--- config.mk ---
export PLATFORM = sky130hd
export DESIGN_NAME = debug_link_and_breakpoint_unit
export DESIGN_NICKNAME = d
export VERILOG_FILES = /design/src/core/dbg_pkg.sv /design/src/core/serial_tx.sv /design/src/core/debug_link_and_breakpoint_unit.sv
export VERILOG_INCLUDE_DIRS = /design/src /design/src/core
export SDC_FILE = /design/constraint.sdc
export NUM_CORES = 1
export LEC_CHECK = 0
export ABC_AREA = 1
export BUFFER_PORTS_ARGS = -buffer_cell sky130_fd_sc_hd__buf_4
export CORE_MARGIN = 1.5
export CORE_UTILIZATION = 29
export CTS_CLUSTER_SIZE = 40
export DETAILED_ROUTE_END_ITERATION = 8
export MAX_ROUTING_LAYER = met4
export PLACE_DENSITY_LB_ADDON = 0.3
export SLEW_MARGIN = 5
export SYNTH_ARGS = -nofsm -noshare
export SYNTH_HDL_FRONTEND = slang
export SYNTH_SLANG_ARGS = --single-unit
export TNS_END_PERCENT = 50
--- constraint.sdc ---
create_clock -name clk -period 5.8 [get_ports clk]
set_input_delay 0.29 -clock clk [delete_from_list [all_inputs] [get_ports clk]]
set_output_delay 0.29 -clock clk [all_outputs]
set_load 0.1 [all_outputs]
--- src/core/dbg_params.svh ---
// Constants for the debug link and breakpoint unit
`ifndef DBG_PARAMS_SVH
`define DBG_PARAMS_SVH

// Register word addresses
`define ADDR_CTRL    3'h0
`define ADDR_STAT    3'h1
`define ADDR_CNT     3'h2
`define ADDR_TXDATA  3'h3
`define ADDR_RXDATA  3'h4
`define ADDR_BAUD    3'h5

// Status bit positions
`define ST_DBG       0
`define ST_LOOP      1
`define ST_BAUD_OK   2
`define ST_TX_BUSY   3
`define ST_RX_FULL   4
`define ST_FRAME     5
`define ST_COLL      6
`define ST_BREAK     7

// Timing and counts
`define BREAK_CYCLES 13'h1000
`define BAUD_OVF     13'h1000
`define BREAK_BITS   6'h0a
`define DATA_BITS    3'h7
`define CNT_MAX      16'hffff
`define CNT_ZERO     16'h0000
`define CNT_ONE      16'h0001

`endif

--- src/core/dbg_pkg.sv ---
// Types shared by the debug link and breakpoint unit
package dbg_pkg;

  typedef enum logic [1:0] {
    CNT_CYCLE, CNT_DOWN, CNT_MATCH, CNT_OFF
  } cnt_mode_e;

  // Control register, bit 0 is the debug mode flag
  typedef struct packed {
    cnt_mode_e cnt_mode;
    logic      flow_ctrl;
    logic      drive_high_assist;
    logic      drive_both;
    logic      break_loop_enable;
    logic      brk_enable;
    logic      debug_mode_flag;
  } ctl_s;

  // Processor view of the breakpoint logic
  typedef struct packed {
    logic        brk_decode;
    logic        fetch_valid;
    logic [15:0] pc;
  } cpu_s;

  typedef enum {
    TX_IDLE, TX_WAIT, TX_HOST_START, TX_START, TX_DATA, TX_STOP
  } tx_state_e;

  typedef enum {
    RX_IDLE, RX_START, RX_DATA, RX_STOP
  } rx_state_e;

endpackage : dbg_pkg

--- src/core/serial_tx.sv ---
// Character transmitter with pin drive options
`timescale 1ns/1ps
`default_nettype none
`include "dbg_params.svh"
module serial_tx
  import dbg_pkg::*;
(
  input  wire logic       clk,
  input  wire logic       rst,
  input  wire logic       start,
  input  wire logic [7:0] data,
  input  wire logic [9:0] bit_period,
  input  wire logic       abort,
  input  wire logic       drive_both,
  input  wire logic       assist,
  input  wire logic       flow_ctrl,
  input  wire logic       pin_in,
  output logic            busy,
  output logic            done,
  output logic            collision,
  output logic            pin_out,
  output logic            pin_oe_n
);
  tx_state_e  state_r;
  logic [7:0] shift_r;
  logic [2:0] bits_r;
  logic [9:0] tick_r;
  logic       prev_r;
  logic       out_r;
  logic       oe_n_r;
  logic       done_r;
  logic       coll_r;

  // Bit timing and the level currently sent
  wire bit_end  = tick_r == bit_period - 10'h001;
  wire centre   = tick_r == (bit_period >> 1);
  wire pre_mid  = tick_r < (bit_period >> 1);
  wire cur_bit  = (state_r == TX_DATA) ? shift_r[0] :
                  (state_r == TX_STOP);
  wire own_bits = state_r == TX_START || state_r == TX_DATA;
  wire in_frame = own_bits || (state_r == TX_STOP && pre_mid);
  wire drv_low  = own_bits && !cur_bit;
  wire rise     = cur_bit && !prev_r && tick_r == 10'h000;
  wire drv_high = !in_frame || !cur_bit ? 1'b0 :
                  drive_both && assist ? rise :
                  drive_both ? 1'b1 :
                  assist ? (!pin_in && pre_mid) : 1'b0;
  // Own high bit read back low means the host talks over us
  wire coll_now = centre && cur_bit && !pin_in &&
                  (state_r == TX_DATA || state_r == TX_STOP);

  assign busy      = state_r != TX_IDLE;
  assign done      = done_r;
  assign collision = coll_r;
  assign pin_out   = out_r;
  assign pin_oe_n  = oe_n_r;

  // Pin drive is registered, so every drive lasts whole clocks
  always_ff @(posedge clk or posedge rst) begin
    if (rst) begin
      out_r  <= 1'b0;
      oe_n_r <= 1'b1;
      coll_r <= 1'b0;
      prev_r <= 1'b1;
    end else begin
      out_r  <= drv_high;
      oe_n_r <= !(drv_low || drv_high);
      coll_r <= coll_now && !abort;
      prev_r <= (state_r == TX_HOST_START) ? 1'b0 :
                (state_r == TX_IDLE) ? 1'b1 : cur_bit;
    end
  end

  // Frame sequencer
  always_ff @(posedge clk or posedge rst) begin
    if (rst) begin
      state_r <= TX_IDLE;
      shift_r <= 8'h00;
      bits_r  <= 3'h0;
      tick_r  <= 10'h000;
      done_r  <= 1'b0;
    end else begin
      done_r <= 1'b0;
      tick_r <= bit_end ? 10'h000 : tick_r + 10'h001;
      if (abort) begin
        state_r <= TX_IDLE;
      end else begin
        case (state_r)
          TX_IDLE: begin
            tick_r <= 10'h000;
            if (start) begin
              shift_r <= data;
              bits_r  <= 3'h0;
              state_r <= flow_ctrl ? TX_WAIT : TX_START;
            end
          end
          TX_WAIT: begin
            tick_r <= 10'h000;
            if (!pin_in) state_r <= TX_HOST_START;
          end
          TX_HOST_START, TX_START: begin
            if (bit_end) state_r <= TX_DATA;
          end
          TX_DATA: begin
            if (bit_end) begin
              shift_r <= shift_r >> 1;
              bits_r  <= bits_r + 3'h1;
              if (bits_r == `DATA_BITS) state_r <= TX_STOP;
            end
          end
          TX_STOP: begin
            if (bit_end) begin
              state_r <= TX_IDLE;
              done_r  <= 1'b1;
            end
          end
          default: state_r <= TX_IDLE;
        endcase
      end
    end
  end
endmodule : serial_tx
`default_nettype wire

--- src/core/debug_link_and_breakpoint_unit.sv ---
// Debug serial link, autobaud, breakpoints and debug counter
`timescale 1ns/1ps
`default_nettype none
`include "dbg_params.svh"
module debug_link_and_breakpoint_unit
  import dbg_pkg::*;
(
  input  wire logic        clk,
  input  wire logic        rst,
  input  wire logic [2:0]  reg_addr,
  input  wire logic [15:0] reg_wdata,
  input  wire logic        reg_wr,
  input  wire logic        reg_rd,
  output logic [15:0]      reg_rdata,
  input  wire logic        pin_in,
  output logic             pin_out,
  output logic             pin_oe_n,
  input  wire cpu_s        cpu,
  output logic             cpu_idle,
  output logic             cpu_brk_loop,
  output logic             cpu_brk_nop,
  input  wire logic        clk_switch,
  input  wire logic        cmd_byte_dec,
  output logic             cmd_full_en,
  output logic             cmd_abort,
  output logic             rx_valid,
  output logic [7:0]       rx_data
);
  ctl_s        ctl_r;
  ctl_s        ctl_nxt;
  logic [7:0]  sticky_r;
  logic [15:0] rdata_r;
  logic        baud_ok_r;
  logic        meas_r;
  logic [12:0] ab_cnt_r;
  logic [9:0]  period_r;
  logic [15:0] low_cnt_r;
  logic        hold_r;
  logic [12:0] brk_cnt_r;
  rx_state_e   rx_state_r;
  logic [9:0]  rx_tick_r;
  logic [2:0]  rx_bits_r;
  logic [7:0]  rx_shift_r;
  logic        rx_valid_r;
  logic [7:0]  rx_data_r;
  logic        rx_full_r;
  logic        pin_prev_r;
  logic        looping_r;
  logic [15:0] cnt_r;
  logic        cnt_run_r;
  logic        dbg_prev_r;
  logic        tx_busy;
  logic        tx_done;
  logic        tx_coll;
  logic        tx_pin_out;
  logic        tx_pin_oe_n;

  // Register port decode
  wire wr_ctrl = reg_wr && reg_addr == `ADDR_CTRL;
  wire wr_stat = reg_wr && reg_addr == `ADDR_STAT;
  wire wr_cnt  = reg_wr && reg_addr == `ADDR_CNT;
  wire wr_tx   = reg_wr && reg_addr == `ADDR_TXDATA;
  wire rd_rx   = reg_rd && reg_addr == `ADDR_RXDATA;

  // Line state shared by receiver and break logic
  wire brk_active = brk_cnt_r != 13'h0000;
  wire link_up    = baud_ok_r && !hold_r && !brk_active;
  wire fall       = pin_prev_r && !pin_in;
  wire [15:0] brk_len = 16'(period_r) * 16'(`BREAK_BITS);

  // Host break: the line held low for ten bit times
  wire brk_det = baud_ok_r && !brk_active && !hold_r &&
                 low_cnt_r == brk_len;

  // Receiver timing and framing check
  wire rx_end    = rx_tick_r == period_r - 10'h001;
  wire rx_centre = rx_tick_r == (period_r >> 1);
  wire fr_err    = rx_state_r == RX_STOP && rx_end && !pin_in;

  // Any line error aborts and answers with a break
  wire line_err  = brk_det || fr_err || tx_coll;
  wire clk_sw_go = clk_switch && baud_ok_r;
  wire ab_reset  = line_err || clk_sw_go || hold_r;
  wire send_brk  = line_err || clk_sw_go;

  // Breakpoint decisions
  wire dbg      = ctl_r.debug_mode_flag;
  wire brk_take = cpu.brk_decode && ctl_r.brk_enable && !dbg;
  wire loop_now = brk_take && ctl_r.break_loop_enable;
  wire brk_halt = brk_take && !ctl_r.break_loop_enable;
  wire running  = cnt_run_r && !dbg;
  wire cnt_zero = cnt_r == `CNT_ZERO;
  wire down_brk = running && ctl_r.cnt_mode == CNT_DOWN &&
                  cnt_r == `CNT_ONE;
  wire match_brk = !dbg && ctl_r.cnt_mode == CNT_MATCH &&
                   cpu.fetch_valid && cpu.pc == cnt_r;
  wire enter_dbg = brk_halt || down_brk || match_brk;
  wire exit_dbg  = dbg_prev_r && !dbg;

  // Status word as software sees it
  wire [7:0] status = {sticky_r[7:5], rx_full_r, tx_busy, baud_ok_r,
                       looping_r, dbg};

  // Read data, one cycle after the strobe; unmapped reads give zero
  wire [15:0] rd_mux =
    reg_addr == `ADDR_CTRL   ? {8'h00, ctl_r} :
    reg_addr == `ADDR_STAT   ? {8'h00, status} :
    reg_addr == `ADDR_CNT    ? ~cnt_r :
    reg_addr == `ADDR_RXDATA ? {8'h00, rx_data_r} :
    reg_addr == `ADDR_BAUD   ? {6'h00, period_r} : 16'h0000;

  // Outputs toward processor, command engine and pin
  assign reg_rdata    = rdata_r;
  assign cpu_idle     = dbg;
  assign cpu_brk_loop = loop_now;
  assign cpu_brk_nop  = cpu.brk_decode && !ctl_r.brk_enable;
  assign cmd_full_en  = dbg && !looping_r && !hold_r;
  assign cmd_abort    = line_err;
  assign rx_valid     = rx_valid_r;
  assign rx_data      = rx_data_r;
  // Our break overrides the transmitter; both open drain low
  assign pin_out      = brk_active ? 1'b0 : tx_pin_out;
  assign pin_oe_n     = brk_active ? 1'b0 : tx_pin_oe_n;

  // Control update; hardware entry wins over a software clear
  always_comb begin
    ctl_nxt = ctl_r;
    if (wr_ctrl) ctl_nxt = ctl_s'(reg_wdata[7:0]);
    if (enter_dbg) ctl_nxt.debug_mode_flag = 1'b1;
  end

  // Control register is untouched by host breaks
  always_ff @(posedge clk or posedge rst) begin
    if (rst) begin
      ctl_r <= ctl_s'(8'h00);
    end else begin
      ctl_r <= ctl_nxt;
    end
  end

  // Read data register
  always_ff @(posedge clk or posedge rst) begin
    if (rst) rdata_r <= 16'h0000;
    else     rdata_r <= reg_rd ? rd_mux : 16'h0000;
  end

  // Sticky error flags: write one to clear, a new error wins
  always_ff @(posedge clk or posedge rst) begin
    if (rst) begin
      sticky_r <= 8'h00;
    end else begin
      if (wr_stat) sticky_r <= sticky_r & ~reg_wdata[7:0];
      if (fr_err)  sticky_r[`ST_FRAME] <= 1'b1;
      if (tx_coll) sticky_r[`ST_COLL]  <= 1'b1;
      if (brk_det) sticky_r[`ST_BREAK] <= 1'b1;
    end
  end

  // Autobaud: time the eight low bits of the first character
  always_ff @(posedge clk or posedge rst) begin
    if (rst) begin
      baud_ok_r <= 1'b0;
      meas_r    <= 1'b0;
      ab_cnt_r  <= 13'h0000;
      period_r  <= 10'h000;
    end else if (ab_reset) begin
      baud_ok_r <= 1'b0;
      meas_r    <= 1'b0;
      ab_cnt_r  <= 13'h0000;
    end else if (!baud_ok_r && !brk_active) begin
      if (!meas_r) begin
        meas_r   <= fall;
        ab_cnt_r <= 13'h0001;
      end else if (pin_in) begin
        meas_r <= 1'b0;
        // An overflowed or too short count leaves autobaud reset
        if (ab_cnt_r < `BAUD_OVF && ab_cnt_r[12:3] != 10'h000) begin
          baud_ok_r <= 1'b1;
          period_r  <= ab_cnt_r[12:3];
        end
      end else if (ab_cnt_r != `BAUD_OVF) begin
        ab_cnt_r <= ab_cnt_r + 13'h0001;
      end
    end
  end

  // Low time counter and hold while the host break lasts
  always_ff @(posedge clk or posedge rst) begin
    if (rst) begin
      low_cnt_r  <= 16'h0000;
      hold_r     <= 1'b0;
      pin_prev_r <= 1'b1;
    end else begin
      pin_prev_r <= pin_in;
      if (pin_in || brk_active) low_cnt_r <= 16'h0000;
      else if (low_cnt_r != `CNT_MAX) low_cnt_r <= low_cnt_r + 16'h0001;
      // Released only once the line is high again
      if (brk_det) hold_r <= 1'b1;
      else if (pin_in && !brk_active) hold_r <= 1'b0;
    end
  end

  // Break generator, reloaded by any new cause
  always_ff @(posedge clk or posedge rst) begin
    if (rst) brk_cnt_r <= 13'h0000;
    else if (send_brk) brk_cnt_r <= `BREAK_CYCLES;
    else if (brk_active) brk_cnt_r <= brk_cnt_r - 13'h0001;
  end

  // Receiver; ignores the line while we transmit (half duplex)
  always_ff @(posedge clk or posedge rst) begin
    if (rst) begin
      rx_state_r <= RX_IDLE;
      rx_tick_r  <= 10'h000;
      rx_bits_r  <= 3'h0;
      rx_shift_r <= 8'h00;
      rx_valid_r <= 1'b0;
      rx_data_r  <= 8'h00;
    end else begin
      rx_valid_r <= 1'b0;
      rx_tick_r  <= rx_tick_r + 10'h001;
      if (!link_up || tx_busy || line_err) begin
        rx_state_r <= RX_IDLE;
      end else begin
        case (rx_state_r)
          RX_IDLE: begin
            rx_tick_r <= 10'h000;
            if (fall) rx_state_r <= RX_START;
          end
          RX_START: begin
            // Resample at the centre to reject glitches
            if (rx_centre) begin
              rx_tick_r  <= 10'h000;
              rx_bits_r  <= 3'h0;
              rx_state_r <= pin_in ? RX_IDLE : RX_DATA;
            end
          end
          RX_DATA: begin
            if (rx_end) begin
              rx_tick_r  <= 10'h000;
              rx_shift_r <= {pin_in, rx_shift_r[7:1]};
              rx_bits_r  <= rx_bits_r + 3'h1;
              if (rx_bits_r == `DATA_BITS) rx_state_r <= RX_STOP;
            end
          end
          RX_STOP: begin
            if (rx_end) begin
              rx_state_r <= RX_IDLE;
              rx_valid_r <= pin_in;
              rx_data_r  <= rx_shift_r;
            end
          end
          default: rx_state_r <= RX_IDLE;
        endcase
      end
    end
  end

  // Received byte flag; a new byte wins over the clearing read
  always_ff @(posedge clk or posedge rst) begin
    if (rst) rx_full_r <= 1'b0;
    else if (rx_valid_r) rx_full_r <= 1'b1;
    else if (rd_rx) rx_full_r <= 1'b0;
  end

  // Loop flag follows the processor at the break instruction
  always_ff @(posedge clk or posedge rst) begin
    if (rst) begin
      looping_r  <= 1'b0;
      dbg_prev_r <= 1'b0;
    end else begin
      dbg_prev_r <= dbg;
      if (loop_now) looping_r <= 1'b1;
      else if (enter_dbg || dbg) looping_r <= 1'b0;
    end
  end

  // Debug counter; stored value is the inverse of what reads show
  always_ff @(posedge clk or posedge rst) begin
    if (rst) begin
      cnt_r     <= `CNT_ZERO;
      cnt_run_r <= 1'b0;
    end else if (wr_cnt) begin
      cnt_r <= reg_wdata;
    end else if (exit_dbg) begin
      // Cycle mode restarts so that a read shows zero
      if (ctl_r.cnt_mode == CNT_CYCLE) cnt_r <= `CNT_MAX;
      cnt_run_r <= ctl_r.cnt_mode == CNT_CYCLE ||
                   ctl_r.cnt_mode == CNT_DOWN;
    end else if (dbg) begin
      cnt_run_r <= 1'b0;
      // Commands use the counter as a byte count
      if (cmd_byte_dec) cnt_r <= cnt_r - 16'h0001;
    end else if (running) begin
      // Stored zero reads back as the maximum count
      if (cnt_zero) cnt_run_r <= 1'b0;
      else cnt_r <= cnt_r - 16'h0001;
      if (down_brk) cnt_run_r <= 1'b0;
    end
  end

  // Transmitter, started by a write to the data register
  serial_tx u_tx (
    .clk        (clk),
    .rst        (rst),
    .start      (wr_tx && link_up),
    .data       (reg_wdata[7:0]),
    .bit_period (period_r),
    .abort      (line_err || !link_up),
    .drive_both (ctl_r.drive_both),
    .assist     (ctl_r.drive_high_assist),
    .flow_ctrl  (ctl_r.flow_ctrl),
    .pin_in     (pin_in),
    .busy       (tx_busy),
    .done       (tx_done),
    .collision  (tx_coll),
    .pin_out    (tx_pin_out),
    .pin_oe_n   (tx_pin_oe_n)
  );

  // Completion pulse is folded into the busy status bit
  wire unused_done = tx_done;
endmodule : debug_link_and_breakpoint_unit
`default_nettype wire

# Yosys cells after proc, flatten, opt, wreduce, memory -nomap -nowiden
# Cells that the tools add are included.
[totals]
output_inout_bits = 32
input_bits = 44
regBits = 227
elab_cells = 316
[op_classes]
magnitude_cmp = 2
n_mux = 93
n_reduce_logical = 114
n_eq_ne = 51
addsub = 9
n_bitwise = 7
mul = 1
[ops]
columns = ["op", "n"]
rows = [
  ["$mux W32", 13],
  ["$mux W16", 13],
  ["$eq A32 B3 Y1 const B", 5],
  ["$pmux W32 S5", 1],
  ["$eq A32 B2 Y1 const B", 4],
  ["$pmux W32 S4", 1],
  ["$logic_not A32 Y1", 3],
  ["$mux W13", 7],
  ["$mux W10", 8],
  ["$eq A32 B1 Y1 const B", 2],
  ["$eq A32 B4 Y1 const B", 2],
  ["$logic_and A1 B1 Y1", 42],
  ["$mux W1", 37],
  ["$reduce_bool A32 Y1", 1],
  ["$pmux W10 S3", 1],
  ["$reduce_bool A2 Y1", 15],
  ["$mux W8", 3],
  ["$add A10 B1 Y10 const B", 2],
  ["$eq A10 B10 Y1", 2],
  ["$eq A10 B9 Y1", 2],
  ["$ne A3 B1 Y1 const B", 6],
  ["$logic_or A1 B1 Y1", 17],
  ["$add A16 B1 Y16 const B", 1],
  ["$eq A16 B1 Y1 const B", 1],
  ["other kinds (45)", 88],
]

# Depth between registers and ports, before layout
[logic_depth]
word_depth = 11
ltp_mapped = 22
ltp_nobuf = 22

# By module
# Synthesis repeated with hierarchy kept, for this count alone.
[hier_totals]
cells_unflattened = 1503
hier_area_um2 = 10925.5
[by_module_without_submodules]
columns = ["module", "seq_area_each_um2", "instances", "area_per_inst_um2", "cells_each"]
rows = [
  ["debug_link_and_breakpoint_unit", 3379.5, 1, 8707.1, 1179],
  ["serial_tx", 728.2, 1, 2218.4, 324],
]

# Worst setup path after synthesis
# Ideal clock, no wire load.
[synth_timing]
path_kind = "register to output"
start = "register ctl_r (netlist bit cpu_idle)"
end = "output cmd_full_en"
path_stages_with_launch = 3
arrival_time_ps = 3326
slack_ps = 2184
path_buffers = 0
required_ps = 5510
path_cell_list = "dfrtp_1 > inv_1 > nor3_1"
[synth_between]
elab_chain_len = 2
[synth_lines]
columns = ["element", "line", "source"]
rows = [
  ["start, declared", "debug_link_and_breakpoint_unit.sv:29", "ctl_s ctl_r;"],
  ["start signal, assigned", "debug_link_and_breakpoint_unit.sv:135", "ctl_r <= ctl_s'(8'h00);"],
  ["start signal, assigned", "debug_link_and_breakpoint_unit.sv:137", "ctl_r <= ctl_nxt;"],
  ["$logic_and A1 B1 Y1 (2 in series)", "debug_link_and_breakpoint_unit.sv:117", "assign cmd_full_en = dbg && !looping_r && !hold_r;"],
  ["end, declared", "debug_link_and_breakpoint_unit.sv:24", "output logic cmd_full_en,"],
]
# No other way between the ends.

# Final worst setup path
[layout_timing]
start = "register period_r[3]"
end = "output cmd_abort"
[layout_between]
elab_chain_len = 6
elab_cells_between_ends = 9
cone_classes = "add/sub (1); mul (1); eq/ne (2); reduce/logical (5)"
[layout_lines]
columns = ["element", "line", "source"]
rows = [
  ["start, declared", "debug_link_and_breakpoint_unit.sv:36", "logic [9:0] period_r;"],
  ["start signal, assigned", "debug_link_and_breakpoint_unit.sv:179", "period_r <= ab_cnt_r[12:3];"],
  ["parallel branches: the longest is 4 deep, another holds $mul A10 B3 Y13", "n/a", ""],
  ["$logic_or A1 B1 Y1 (*) (2 in series)", "debug_link_and_breakpoint_unit.sv:81", "wire line_err = brk_det || fr_err || tx_coll;"],
  ["end, declared", "debug_link_and_breakpoint_unit.sv:25", "output logic cmd_abort,"],
]
# Every way passes the cells marked *.

==> impl_metrics.env <==
export IMPL_worstSetupEndpointType="output port"
export IMPL_grt_max_degree=110
export IMPL_dp_cells=1922
export IMPL_antenna_found_initial=0
export IMPL_numClockSinks=163
export IMPL_dp_hpwl_microns=22000
export IMPL_synth_seq_cells=163
export IMPL_hold_viol_final=0
export IMPL_clockPowerShare=0.401
export IMPL_first_pass_iters=5
export IMPL_p_leak_nw=5.90
export IMPL_die_area_sq_um=36600
export IMPL_rows=68
export IMPL_syn_nets=1498
export IMPL_path_cells="ha_1 > ha_1 > inv_1 > fa_1 > inv_1 > nand2_1 > nand2_1 > nand2_1 > o21ai_0 > nand2_1 > nand2_1 > inv_1 > nor2_1 > nand3_2 > nand3_4 > buf_4"
export IMPL_n_antenna_cell=0
export IMPL_outcome="completed"
export IMPL_clk_pin_slew_ns=0.07
export IMPL_finalInstanceArea_sq_um=12000
export IMPL_syn_area_sq_um=10300
export IMPL_ys_seq_area_frac=0.396
export IMPL_switching_power_w=0.000917
export IMPL_ir_drop_v=0.000171
export IMPL_synth_distinct_cells=53
export IMPL_cts_resized=0
export IMPL_internal_power_w=0.00205
export IMPL_fin_hold_ws_ns=0.0819
export IMPL_drive_above_1_share=0.115
export IMPL_drcViolationCount=0
export IMPL_netlist_instances=1410
export IMPL_cts_setup_buffers=0
export IMPL_crit_required_ns=5.51
export IMPL_core_sq_um=34700
export IMPL_critical_path_class="register to output port"
export IMPL_initialDrtViolationCount=685
export IMPL_skew_ns=0.0119
export IMPL_fmax_ghz=0.269
export IMPL_port_buffers=75
export IMPL_synth_main_ff_cell="dfrtp_1"
export IMPL_final_setup_tns_ns=0
export IMPL_clock_tree_root_cell="clkbuf_16"
export IMPL_max_cap_violations=0
export IMPL_final_cell_mix="nand2_1, inv_1, nor2_1, dfrtp_1, nand3_1"
export IMPL_setup_viol=0
export IMPL_fin_crit_sh=0.641
export IMPL_initial_utilization=0.297
export IMPL_die_y_microns=191
export IMPL_min_path_type="input pin to asynchronous set/reset pin"
export IMPL_tightest_slew_ns=0.992
export IMPL_worst_path_buf_inv=4
export IMPL_final_cells=1955
export IMPL_grt_overflow=0
export IMPL_cpPeakStageDelay_ns=0.51
export IMPL_cts_tree="built"
export IMPL_layout_commonest_cell="nand2_1"
export IMPL_cts_hold_buffers=1
export IMPL_cp_max_fo=9
export IMPL_min_period_ns=3.72
export IMPL_cp_slowest_cell="dfrtp_1"
export IMPL_power_density_nw_per_um2=248
export IMPL_h_tree_depth=4
export IMPL_synth_edff_count=0
export IMPL_routed_wl_microns=28900
export IMPL_grtUsageTotal=0.167
export IMPL_switching_share=0.310
export IMPL_power_frac_seq=0.440
export IMPL_max_slew_margin_rel=0.339
export IMPL_via_per_inst=4.80
export IMPL_cts_buffers=17
export IMPL_die_w_microns=191
export IMPL_nets=1575
export IMPL_rsz0062_at_grt="false"
export IMPL_grt_pass1_vias=8767
export IMPL_clock_path_buffers=2
export IMPL_clock_latency_ns=0.45
export IMPL_cp_common_cell="nand2_1"
export IMPL_routedWlPerCell_microns=14.8
export IMPL_ant_nets=0
export IMPL_arrival_ns=3.43
export IMPL_combPwrFrac=0.159
export IMPL_num_vias=9384
export IMPL_yosysWarnings=0
export IMPL_syn_avg_cell_area_sq_um=7.30
export IMPL_num_io_pins=76
export IMPL_async_flop_share=1.00
export IMPL_slew_viol_final=0
export IMPL_cp_start_kind="register"
export IMPL_cpLargestDelayFamily="adder cells"
export IMPL_gp_congestion=0.893
export IMPL_grt_pass1_wl_microns=46500
export IMPL_placed_area_sq_um=11300
export IMPL_syn_to_final_growth_pct=16.2
cells by family (layout without fill, tap and decap cells):
group | Yosys count | in the layout | synth area share
and+or+nand+nor | 751 | 751 | 0.324
buffers and inverters | 213 | 303 | 0.0810
AOI/OAI and AO/OA | 197 | 197 | 0.108
DFF | 163 | 163 | 0.396
adders and majority gates | 44 | 44 | 0.0542
xor gates and xnor gates | 41 | 41 | 0.0349
muxes | 1 | 1 | 0.000972
state kept, by name, indices dropped and copies added (netlist names), 2 cells and up:
signal and cells:
ctl_r 7, cnt_r 16, sticky_r 3, period_r 10, rx_tick_r 10, ab_cnt_r 13, u_tx.shift_r 8, brk_cnt_r 13
rx_shift_r 8, reg_rdata 16, rx_state_r 2, u_tx.bits_r 3, u_tx.tick_r 10, low_cnt_r 16, u_tx.state_r 3, rx_bits_r 3
rx_data 8
area by class of cell:
type / instances / area (sq um)
Timing Repair Buffer: 79 / 596
Fill cell: 3686 / 22700
Clock inverter: 12 / 143
Inverter: 192 / 728
Tap cell: 455 / 569
Sequential cell: 163 / 4080
Clock buffer: 20 / 467
Multi-Input combinational cell: 1034 / 5380
power by group through the flow:
stage,registers [W],clock network [W],logic (W)
after floorplan,0.00134,0,0.000288
after global placement,0.00132,0,0.000460
after detailed placement,0.00132,0,0.000462
after CTS,0.00130,0.00122,0.000467
after global routing,0.00131,0.00126,0.000523
final,0.00130,0.00119,0.000471
cells in the mapped netlist, drive strengths merged (2+ instances only):
cell type,n,area share
a211oi,9,0.0066
a21o,2,0.0015
a21oi,52,0.025
a31oi,7,0.0043
buf,10,0.0068
clkbuf,11,0.0040
clkinv,5,0.0021
dfrtp,160,0.39
dfstp,3,0.0077
ha,43,0.052
inv,187,0.068
nand2,357,0.13
nand3,117,0.062
nand3b,6,0.0044
nand4,23,0.015
nor2,185,0.075
nor3,35,0.017
nor3b,5,0.0036
nor4,10,0.0061
o2111ai,2,0.0017
o211ai,5,0.0036
o21ai,94,0.046
o21bai,2,0.0015
o221ai,4,0.0034
o22ai,12,0.0073
o31ai,2,0.0015
or2,12,0.0073
xnor2,12,0.010
xor2,29,0.025
final timing paths:
path | start | end | slack, ns | depth (start not counted)
min in group clk | reg_wdata[12] | cnt_r[12] | 0.10 | 3
max | period_r[3] | cmd_abort | 2.08 | 16
max in group asynchronous | rst | cnt_r[14] | 4.39 | 3
min reg2reg | brk_cnt_r[0] | brk_cnt_r[0] | 0.48 | 2
max reg2reg | period_r[3] | period_r[7] | 2.09 | 22
min | rst | rx_bits_r[1] | 0.08 | 2
per-stage QoR:
step	setup slack [ns]	util	total power, W
floorplan	1.11	-	0.00163
global placement	2.16	0.327	0.00178
detailed placement	2.09	0.327	0.00179
CTS	2.05	0.345	0.00299
global route	1.71	0.345	0.00309
finish	2.08	0.345	0.00296
metal layers:
metal,up-vias,share of wire,track usage
met2,230,0.44,0.242
met4,0,0.014,0.0481
met5,-,0,-
met1,4381,0.50,0.239
li1,4747,-,-
met3,26,0.044,0.0259
No activity file was read; power rests on OpenSTA's default activity.
